`src/include/lmf_pkg.sv`:
```
package lmf_pkg;

	// verdict of the link monitor
	typedef enum logic [1:0] {LMF_FAIL, LMF_READY, LMF_OK} lmf_verdict_e;

	// link status as seen by the client and auto-negotiation
	typedef struct packed {
		lmf_verdict_e verdict;
		logic faulting;
	} lmf_link_s;

	// fault indication pattern
	localparam int FAULT_RUN_LENGTH = 84;
	localparam int FAULT_CYCLE_THRESHOLD = 3;
	localparam int ONES_W = 7;
	localparam int CYC_W = 2;
	localparam logic [ONES_W-1:0] RUN_MAX = ONES_W'(FAULT_RUN_LENGTH);
	localparam logic [CYC_W-1:0] CYC_MAX = CYC_W'(FAULT_CYCLE_THRESHOLD);

	// qualification interval, allowed 330 to 1000 us
	localparam int CLK_MHZ = 25;
	localparam int STAB_TIME_US = 500;
	localparam int STAB_CYCLES = STAB_TIME_US * CLK_MHZ;
	localparam int TIMER_W = 16;

	// register map (byte addresses)
	localparam logic [11:0] CTRL_OFS = 12'h000;
	localparam logic [11:0] STATUS_OFS = 12'h004;

	// control fields
	localparam int CTRL_AN_PRESENT = 0;
	localparam int CTRL_LINK_ENABLE = 1;
	localparam int CTRL_FEF_ENABLE = 2;
	localparam logic [31:0] CTRL_RESET = 32'h0000_0004;
	localparam logic [31:0] CTRL_MASK = 32'h0000_0007;

	// status fields
	localparam int STAT_VERDICT_LO = 0;
	localparam int STAT_FAULTING = 2;
	localparam int STAT_SIGNAL = 3;
	localparam int STAT_CYC_LO = 4;
	localparam int STAT_ONES_LO = 8;

	localparam logic [1:0] HTRANS_NONSEQ = 2'h2;
	localparam logic HRESP_OKAY = 1'h0;

endpackage

```
`src/rtl/lmf_link_monitor.sv`:
```
// Design decisions made here: the AHB-Lite slave port and the register offsets.
`timescale 1ns/1ns
// Function
// fail on signal off or gate disabled
// qualify signal continuously on for interval
// after qualification verdict goes to ready
// gate enable advances ready to ok
// no auto-negotiation means gate always enabled
// signal on passes transmit bits unchanged
// signal off sends 84 ones, one zero
// count ones run and completed fault cycles
// detector never alters receive data path
// fault declared after three consecutive cycles
// first cycle may exceed 84 ones
// one transmit bit every clock, no gaps
// transceiver delivers continuous receive bits
// received bit treated zero while signal off
// transceiver reports signal quality changes
// fault forces fail, absent feature never faults
// cycle count clears on disqualify, max three
// ones count clears on zero, max 84
// signal drop restarts the qualification timer
// fault flag releases when stream disqualifies
module lmf_link_monitor
	import lmf_pkg::*;
#(
	parameter int STAB_COUNT = STAB_CYCLES
)
(
	input wire logic hclk,
	input wire logic hresetn,
	input wire logic hsel,
	input wire logic [31:0] haddr,
	input wire logic [1:0] htrans,
	input wire logic hwrite,
	input wire logic [2:0] hsize,
	input wire logic [31:0] hwdata,
	input wire logic hready,
	output logic hreadyout,
	output logic hresp,
	output logic [31:0] hrdata,
	input wire logic signal_ok_pin,
	input wire logic rx_bit_pin,
	input wire logic tx_bit_in,
	output logic tx_bit_out,
	output logic rx_bit_out,
	output lmf_link_s link_status
);

	////////////////////////////////////////////////////////////////////////
	// pin synchronisers

	logic sig_s1_reg;
	logic sig_s2_reg;
	logic rx_s1_reg;
	logic rx_s2_reg;

	always_ff @(posedge hclk or negedge hresetn)
	begin
		if (!hresetn)
		begin
			sig_s1_reg <= 1'h0;
			sig_s2_reg <= 1'h0;
			rx_s1_reg <= 1'h0;
			rx_s2_reg <= 1'h0;
		end
		else
		begin
			sig_s1_reg <= signal_ok_pin;
			sig_s2_reg <= sig_s1_reg;
			rx_s1_reg <= rx_bit_pin;
			rx_s2_reg <= rx_s1_reg;
		end
	end

	logic sig_ok;
	logic rx_eff;
	assign sig_ok = sig_s2_reg;
	assign rx_eff = rx_s2_reg & sig_ok;

	////////////////////////////////////////////////////////////////////////
	// register bus

	logic [31:0] ctrl_reg;
	logic wr_pend_reg;
	logic rd_ctrl_next;
	logic addr_ok;
	logic an_present;
	logic gate_en;
	logic fef_en;

	assign hreadyout = 1'h1;
	assign hresp = HRESP_OKAY;
	assign addr_ok = hsel && hready && (htrans == HTRANS_NONSEQ);
	assign an_present = ctrl_reg[CTRL_AN_PRESENT];
	assign gate_en = !an_present || ctrl_reg[CTRL_LINK_ENABLE];
	assign fef_en = ctrl_reg[CTRL_FEF_ENABLE];
	assign rd_ctrl_next = haddr[11:0] == CTRL_OFS;

	// only the control word is writable; hsize is ignored, whole words only
	always_ff @(posedge hclk or negedge hresetn)
	begin
		if (!hresetn)
			wr_pend_reg <= 1'h0;
		else
			wr_pend_reg <= addr_ok && hwrite && rd_ctrl_next;
	end

	always_ff @(posedge hclk or negedge hresetn)
	begin
		if (!hresetn)
			ctrl_reg <= CTRL_RESET;
		else if (wr_pend_reg)
			ctrl_reg <= hwdata & CTRL_MASK;
	end

	logic [6:0] ones_reg;
	logic [1:0] cyc_reg;
	logic faulting_reg;
	lmf_verdict_e verdict_reg;
	logic [31:0] status_word;

	always_comb
	begin
		status_word = 32'h0000_0000;
		status_word[STAT_VERDICT_LO +: 2] = verdict_reg;
		status_word[STAT_FAULTING] = faulting_reg;
		status_word[STAT_SIGNAL] = sig_ok;
		status_word[STAT_CYC_LO +: CYC_W] = cyc_reg;
		status_word[STAT_ONES_LO +: ONES_W] = ones_reg;
	end

	// read data sampled at the address phase: zero wait states
	always_ff @(posedge hclk or negedge hresetn)
	begin
		if (!hresetn)
			hrdata <= 32'h0000_0000;
		else if (addr_ok && !hwrite)
		begin
			if (rd_ctrl_next)
				hrdata <= ctrl_reg;
			else if (haddr[11:0] == STATUS_OFS)
				hrdata <= status_word;
			else
				hrdata <= 32'h0000_0000;
		end
	end

	////////////////////////////////////////////////////////////////////////
	// fault generator

	logic [6:0] gen_cnt_reg;
	logic gen_mode;
	assign gen_mode = fef_en && !sig_ok;

	always_ff @(posedge hclk or negedge hresetn)
	begin
		if (!hresetn)
			gen_cnt_reg <= 7'h00;
		else if (!gen_mode || gen_cnt_reg == RUN_MAX)
			gen_cnt_reg <= 7'h00;
		else
			gen_cnt_reg <= gen_cnt_reg + 7'h01;
	end

	// one bit leaves every clock, never held back
	always_ff @(posedge hclk or negedge hresetn)
	begin
		if (!hresetn)
			tx_bit_out <= 1'h0;
		else if (!gen_mode)
			tx_bit_out <= tx_bit_in;
		else
			tx_bit_out <= gen_cnt_reg != RUN_MAX;
	end

	////////////////////////////////////////////////////////////////////////
	// fault detector, passive tap on the receive path

	always_ff @(posedge hclk or negedge hresetn)
	begin
		if (!hresetn)
			rx_bit_out <= 1'h0;
		else
			rx_bit_out <= rx_s2_reg;
	end

	logic over_reg;

	always_ff @(posedge hclk or negedge hresetn)
	begin
		if (!hresetn)
			ones_reg <= 7'h00;
		else if (!rx_eff)
			ones_reg <= 7'h00;
		else if (ones_reg != RUN_MAX)
			ones_reg <= ones_reg + 7'h01;
	end

	// a run longer than 84 only counts when it opens the sequence
	always_ff @(posedge hclk or negedge hresetn)
	begin
		if (!hresetn)
			over_reg <= 1'h0;
		else if (!rx_eff)
			over_reg <= 1'h0;
		else if (ones_reg == RUN_MAX)
			over_reg <= 1'h1;
	end

	always_ff @(posedge hclk or negedge hresetn)
	begin
		if (!hresetn)
			cyc_reg <= 2'h0;
		else if (rx_eff)
		begin
			if (ones_reg == RUN_MAX && cyc_reg != 2'h0)
				cyc_reg <= 2'h0;
		end
		else if (ones_reg == RUN_MAX && !over_reg)
		begin
			if (cyc_reg != CYC_MAX)
				cyc_reg <= cyc_reg + 2'h1;
		end
		else if (ones_reg == RUN_MAX && cyc_reg == 2'h0)
			cyc_reg <= 2'h1;
		else
			cyc_reg <= 2'h0;
	end

	always_ff @(posedge hclk or negedge hresetn)
	begin
		if (!hresetn)
			faulting_reg <= 1'h0;
		else
			faulting_reg <= fef_en && cyc_reg == CYC_MAX;
	end

	////////////////////////////////////////////////////////////////////////
	// link monitor

	logic [TIMER_W-1:0] timer_reg;
	logic force_fail;
	assign force_fail = !sig_ok || !gate_en || faulting_reg;

	// timer needs an unbroken run of signal on
	always_ff @(posedge hclk or negedge hresetn)
	begin
		if (!hresetn)
			timer_reg <= '0;
		else if (!sig_ok || verdict_reg != LMF_FAIL)
			timer_reg <= '0;
		else if (timer_reg != TIMER_W'(STAB_COUNT - 1))
			timer_reg <= timer_reg + 1'b1;
	end

	always_ff @(posedge hclk or negedge hresetn)
	begin
		if (!hresetn)
			verdict_reg <= LMF_FAIL;
		else if (force_fail)
			verdict_reg <= LMF_FAIL;
		else
		begin
			case (verdict_reg)
				LMF_FAIL:
					if (timer_reg == TIMER_W'(STAB_COUNT - 1))
						verdict_reg <= LMF_READY;
				LMF_READY:
					verdict_reg <= LMF_OK;
				default:
					verdict_reg <= LMF_OK;
			endcase
		end
	end

	assign link_status = '{verdict: verdict_reg, faulting: faulting_reg};
endmodule

```
`config.mk`:
```
export PLATFORM = sky130hd
export DESIGN_NAME = lmf_link_monitor
export DESIGN_NICKNAME = d
export VERILOG_FILES = /design/src/include/lmf_pkg.sv /design/src/rtl/lmf_link_monitor.sv
export SDC_FILE = /design/constraint.sdc
export NUM_CORES = 1
export LEC_CHECK = 0
export ABC_AREA = 1
export BUFFER_PORTS_ARGS = -buffer_cell sky130_fd_sc_hd__buf_4
export CORE_MARGIN = 1.5
export CORE_UTILIZATION = 45
export DETAILED_ROUTE_END_ITERATION = 12
export GPL_ROUTABILITY_DRIVEN = 0
export PLACE_DENSITY = 0.71
export SYNTH_ARGS = -nofsm -noshare
export SYNTH_HDL_FRONTEND = slang
export SYNTH_SLANG_ARGS = --single-unit
```
`constraint.sdc`:
```
create_clock -name hclk -period 1.4 [get_ports hclk]
set_input_delay 0.28 -clock hclk [delete_from_list [all_inputs] [get_ports hclk]]
set_output_delay 0.28 -clock hclk [all_outputs]
set_load 0.02 [all_outputs]
```
==> results of run 1 <==
## metrics by stage
step | setup TNS [ns] | cell area [um2] | util (%) | worst slack (ns) | hold slack, ns
2_1_floorplan | 0 | 3204 | - | 0.1142 | -0.01559
3_3_place_gp | 0 | 3530 | 52.24 | 0.06582 | 0.2126
3_5_place_dp | 0 | 3530 | 52.24 | 0.05453 | 0.2181
4_1_cts | 0 | 3780 | 55.94 | 0.02989 | 0.03255
5_1_grt | -0.04081 | 3832 | 56.72 | -0.03032 | 0.03384
6_report | 0 | 3832 | 56.72 | 0.05654 | 0.04449
## cell usage after synthesis, types with 2 or more instances
library cell / n / area (um2)
nand3_1: 25 / 125.1
inv_2: 2 / 7.510
nand2_4: 2 / 22.52
nand3b_1: 2 / 15.01
dfrtp_1: 58 / 1451
inv_1: 41 / 153.9
conb_1: 2 / 7.510
nor3b_1: 3 / 22.52
nor3_1: 5 / 25.02
nor2_4: 2 / 22.52
buf_4: 25 / 187.7
o21ai_1: 16 / 80.08
nor2_2: 6 / 37.54
ha_1: 7 / 87.58
nand2_2: 6 / 37.54
o21ai_0: 6 / 30.03
nor2_1: 44 / 165.2
nand2_1: 88 / 330.3
nand4_1: 9 / 56.30
a21oi_1: 11 / 55.05
nand3_2: 3 / 30.03
## placed cells by master (no fill, tap or decap), types with 3 or more instances in the layout
cell type  synthesis  final
nand3_2            3      3
ha_1               7      6
nand2_2            6      5
a21oi_1           11     11
nor3b_1            3      3
conb_1             2     21
o21ai_1           16     16
nor2_1            44     39
nand3_1           25     25
nor2_2             6      9
clkbuf_8           0      9
nor2_4             2      4
dfrtp_1           58     58
o21ai_0            6      6
nand2_4            2      3
nor3_1             5      5
nand2_1           88     88
nand4_1            9      9
inv_1             41     41
buf_4             25     55
bufinv_16          0      3
## routing by layer
| metal | share of wire, % | global-route usage [%] | vias to the layer above |
|---|---|---|---|
| met5 | 0 | 0 | - |
| met4 | 1.4 | 7.038 | 0 |
| met3 | 4.9 | 4.857 | 9 |
| met2 | 46 | 30.18 | 72 |
| met1 | 48 | 23.97 | 1187 |
| li1 | - | - | 1293 |
## what timing repair did
item | in CTS | in global routing
hold buffers | 1 | 0
hold endpoints to repair | 23 | 0
gates resized for setup | 0 | 10
setup buffers | 0 | 2
setup endpoints to repair | 0 | 10
## final timing paths
| path | end | slack, ns | cells past startpoint |
|---|---|---|---|
| min in group asynchronous | timer_reg[4] | 0.39 | 2 |
| worst max-delay path | cyc_reg[0] | 0.06 | 9 |
| max in group asynchronous | ctrl_reg[2] | 0.45 | 3 |
| worst min-delay path | rx_s1_reg | 0.04 | 1 |
| worst min register to register | sig_ok | 0.35 | 0 |
| worst max register to register | cyc_reg[0] | 0.06 | 9 |
## cell families (layout without fill, tap and decap cells)
logic type | count (synthesis) | in the layout | synth area share, %
AND/OR/NAND/NOR | 201 | 201 | 30.95
buffers and inverters | 70 | 117 | 11.42
flip-flops | 59 | 59 | 47.16
AO/OA/AOI/OAI | 38 | 38 | 6.510
adder cells (fa/ha/maj) | 7 | 7 | 2.795
other | 2 | 21 | 0.2397
XOR/XNOR | 2 | 2 | 0.5592
multiplexers | 1 | 1 | 0.3594
## cell type report
cell class	count	area [um2]	area share [%]
Sequential cell	59	1478	38.56
Multi-Input combinational cell	270	1406	36.70
Timing Repair Buffer	57	442.9	11.56
Inverter	44	165.2	4.309
Clock buffer	9	123.9	3.232
Clock inverter	7	116.4	3.036
Tap cell	80	100.1	2.612
## power by group
part | internal [W] | leakage [nW] | switching [W]
clock network | 0.00118 | 0.119 | 0.000717
registers | 0.00173 | 0.795 | 0.0000201
logic | 0.000109 | 1.02 | 0.000177
total | 0.00302 | 1.94 | 0.000914
==> metrics.txt, run 1 <==
status finished clean; async set-reset flop share out of synthesis between 90% and 100%; Worst path max stage delay between 0.4 and 0.5 ns; Final Routed Wirelength approximately 6400 um; CTS max path bufs 2; crit share post-route ~96%; MaxCap Viol Count 0; Avg WL per Cell about 12 um; die height between 80 and 90 um; CTS tree done; Final Power approximately 0.0039 W; cells after synthesis 380; worst vdd ir 627.3 uV; GRT Overall Usage 18.61%; Pins Over Slew Limit 0; DR vias/cell ~5; DRT Pass-1 Iters 4; Synth cell types 38; initial DRC count approximately 120; Worst setup SP type flip-flop; Hold Startpoint rx_bit_pin; CP Launch Point ones_reg[1]; Buf/Inv on CP 1; HPWL Detailed roughly 4600 um; max reg flops 16; die width between 80 and 90 um; Top cell by count, worst path nand2_1; Num CTS Buffers 9; # IOs ~120; Congestion Overflow GR 0; CTS clk-pin slew, worst paths around 0.07 ns; Final Setup Violations 0; slowest CP cell dfrtp_1; Vias between 2,000 and 3,000; ant diodes 0; CTS root buffer clkbuf_8; CP Class flip-flop to flip-flop; number of synthesized flops with an enable pin 0; worst r2r src ones_reg[1]; layout net count ~530; first-pass GRT wire length 10,720 um; number of global-route vias before repair 2,449; Top FF cell, synth dfrtp_1; Critical Path RT ~1.6 ns; post-route minimum period about 1.3 ns; die area 7472 um2; fillcell total 623; critical path endpoint category flip-flop; fin cells 526; CP top delay family simple AND/OR/NAND/NOR gates; final hold vios 0; drt drc 0; register area share after synthesis about 47%; power per cell area ~1000 nW/um2; CTS sink count ~60; Yosys reg bits between 50 and 60; LEAKAGE between 1.5 and 2 nW; largest net degree at the start of global routing 27; initial core utilization ~46%; HP Class primary input to flip-flop; Core Region ~6800 um2; CP Cell Sequence inv_1, ha_1, nand2_1, nor2_4, nand2_4, nor2_2, nor2_1, nand3_1, nand2_1; fmax 0.7443 GHz; # rows 30; Cells after DPL 507; ANT nets after route 0; Crit Path Max Fanout 7; H-tree levels 3; Clock Skews about 0.010 ns; layout cells sized above 1 between 20% and 30%; Worst-Skew Late Latency around 0.34 ns; Yosys Warn Count 0; Mapped Avg Cell Area 8.245 um2; initial antenna violation count 0; CP arrival 1.58 ns; Area Overhead vs Synth 22.32%; PortBufs 42; Mapped Area 3133 um2
Note: power is estimated with default switching activity, not from simulation.
==> run 2, diff against run 1 <==
--- a/config.mk
+++ b/config.mk
@@ -11,6 +11,7 @@
 export CORE_UTILIZATION = 45
 export DETAILED_ROUTE_END_ITERATION = 12
 export GPL_ROUTABILITY_DRIVEN = 0
+export HOLD_SLACK_MARGIN = 0.12
 export PLACE_DENSITY = 0.71
 export SYNTH_ARGS = -nofsm -noshare
 export SYNTH_HDL_FRONTEND = slang
==> constraint.sdc (replaced) <==
create_clock -name hclk -period 1.4 [get_ports hclk]
set_input_delay 0.14 -clock hclk [delete_from_list [all_inputs] [get_ports hclk]]
set_output_delay 0.14 -clock hclk [all_outputs]
set_load 0.02 [all_outputs]
==> metrics.txt, run 2 (same netlist as run 1, synthesis figures left out) <==
met3 wire len 306 um (was 313 um); Clock Skews 0.005807 ns (was 0.01013 ns); die width 86.44 um (unchanged); # rows 30 (unchanged); Critical Path RT 1.62 ns (was 1.63 ns); clock share of power 44.2% (was 48.2%); DR vias/cell 4.876 (was 4.869); crit share post-route 96.30% (was 95.96%); Final Setup Violations 0 (unchanged); number of global-route vias before repair 2,475 (was 2,449); Worst-Skew Late Latency 0.34 ns (about the same); LEAKAGE 1.953 nW (was 1.938 nW); Area Overhead vs Synth 23.76% (was 22.32%); worst vdd ir 522.7 uV (was 627.3 uV); final hold vios 0 (unchanged); layout net count 532 (was 525); Pins Over Slew Limit 0 (unchanged); Comb power frac 8.2% (was 7.3%); GRT Overall Usage 18.70% (was 18.61%); # IOs 116 (unchanged); initial antenna violation count 0 (unchanged); CTS tree done (unchanged); fmax 0.7417 GHz (was 0.7443 GHz); largest net degree at the start of global routing 34 (was 27); Max Used Layer met4 (unchanged); critical path endpoint category flip-flop (unchanged); final worst setup slack 0.05178 ns (was 0.05654 ns); fillcell total 623 (unchanged); total negative slack 0 ns (unchanged); CTS root buffer clkbuf_8 (unchanged); status finished clean (unchanged); ANT nets after route 0 (unchanged); DRT Pass-1 Iters 4 (unchanged); Crit Path Max Fanout 7 (unchanged); sequential power share 47.6% (was 44.5%); CP arrival 1.57 ns (was 1.58 ns); initial DRC count 136 (was 123); ant diodes 0 (unchanged); dpl ws 0.02269 ns (was 0.05453 ns); die area 7472 um2 (unchanged); DP Area 3522 um2 (was 3530 um2); Final Routed Wirelength 6530 um (was 6375 um); first-pass GRT wire length 10,830 um (was 10,720 um); commonest non-fill, non-tap cell in the layout nand2_1 (unchanged); CTS sink count 59 (unchanged); WL met1 2901 um (was 3032 um); Worst setup SP type flip-flop (unchanged); CTS clk-pin slew, worst paths 0.07 ns (about the same); DR WL met2 3229 um (was 2939 um); most frequent cells in the layout nand2_1, dfrtp_1, buf_4 (unchanged); die height 86.44 um (unchanged); HP Class primary input to async pin (was primary input to flip-flop); CP Class flip-flop to flip-flop (unchanged); Final Core Density 57.39% (was 56.72%); Avg WL per Cell 12.25 um (was 12.12 um); layout cells sized above 1 23.62% (was 24.22%); max reg flops 16 (unchanged); Congestion Overflow GR 0 (unchanged); Num CTS Buffers 9 (unchanged); HPWL Detailed 4715 um (was 4633 um); power per cell area 949.4 nW/um2 (was 1026 nW/um2); Core Region 6756 um2 (unchanged); Vias 2,599 (was 2,561); drt drc 0 (unchanged); initial core utilization 46.37% (unchanged); post-route cell area 3877 um2 (was 3832 um2); post-route minimum period 1.348 ns (was 1.343 ns); RSZ-0062 raised after global routing yes; Net Sw Frac 23.39% (was 23.26%); H-tree levels 3 (unchanged); Sw Pwr 0.0008611 W (was 0.0009144 W); MaxCap Viol Count 0 (unchanged); Internal 0.002820 W (was 0.003017 W); CTS max path bufs 2 (unchanged); PortBufs 42 (unchanged)
run 2: per-layer routing:
layer / GRT usage [%] / vias to the layer above
met4: 8.211 / 0
met2: 32.46 / 55
li1: - / 1308
met3: 3.810 / 10
met5: 0 / -
met1: 22.43 / 1226
run 2: power by group through the flow:
stage / clock network [W] / registers [W] / logic, W
finish: 0.00163 / 0.00175 / 0.000303
detailed placement: 0 / 0.00178 / 0.000278
global route: 0.00171 / 0.00175 / 0.000338
global placement: 0 / 0.00178 / 0.000271
CTS: 0.00165 / 0.00175 / 0.000300
floorplan: 0 / 0.00179 / 0.000178
run 2: timing repair:
item | 4_1_cts | 5_1_grt
resized for setup | 0 | 12
pin swaps | 0 | 7
hold buffers | 9 | 0
setup endpoints to repair | 1 | 9
setup buffers | 1 | 1
hold endpoints to repair | 68 | 0
run 2: through the flow:
| stage | cells | hold WS [ns] | power (W) |
|---|---|---|---|
| 2_1_floorplan | 399 | -0.1556 | 0.001964 |
| 3_3_place_gp | 506 | -0.01445 | 0.002053 |
| 3_5_place_dp | 506 | -0.01375 | 0.002062 |
| 4_1_cts | 532 | 0.1747 | 0.003704 |
| 5_1_grt | 533 | 0.1911 | 0.003807 |
| 6_report | 533 | 0.1759 | 0.003681 |
run 2: final cells by class:
cell class | instances | area, um2 | area share (%)
Tap cell | 80 | 100.1 | 2.581
Sequential cell | 59 | 1478 | 38.11
Clock inverter | 2 | 35.03 | 0.9035
Timing Repair Buffer | 64 | 515.5 | 13.29
Multi-Input combinational cell | 270 | 1411 | 36.40
Inverter | 44 | 165.2 | 4.259
Clock buffer | 14 | 172.7 | 4.453
run 2: path summary, 6_finish.rpt:
| check | startpoint | depth (start not counted) | end | slack [ns] |
|---|---|---|---|---|
| min | hresetn | 2 | timer_reg[5] | 0.18 |
| max | ones_reg[1] | 9 | cyc_reg[0] | 0.05 |
| max reg2reg | ones_reg[1] | 9 | cyc_reg[0] | 0.05 |
| min reg2reg | rx_s1_reg | 0 | rx_s2_reg | 0.35 |
| max in group asynchronous | hresetn | 3 | ctrl_reg[2] | 0.75 |
| min in group hclk | haddr[2] | 3 | hrdata[8] | 0.21 |
run 2: critical path, stage by stage (launching register included):
cell     delay, ns
dfrtp_1       0.42
inv_1         0.08
ha_2          0.18
nand2_2       0.06
nor2_4        0.13
nand2_4       0.10
nor2_2        0.11
nor2_1        0.04
nand3_1       0.06
nand2_1       0.06
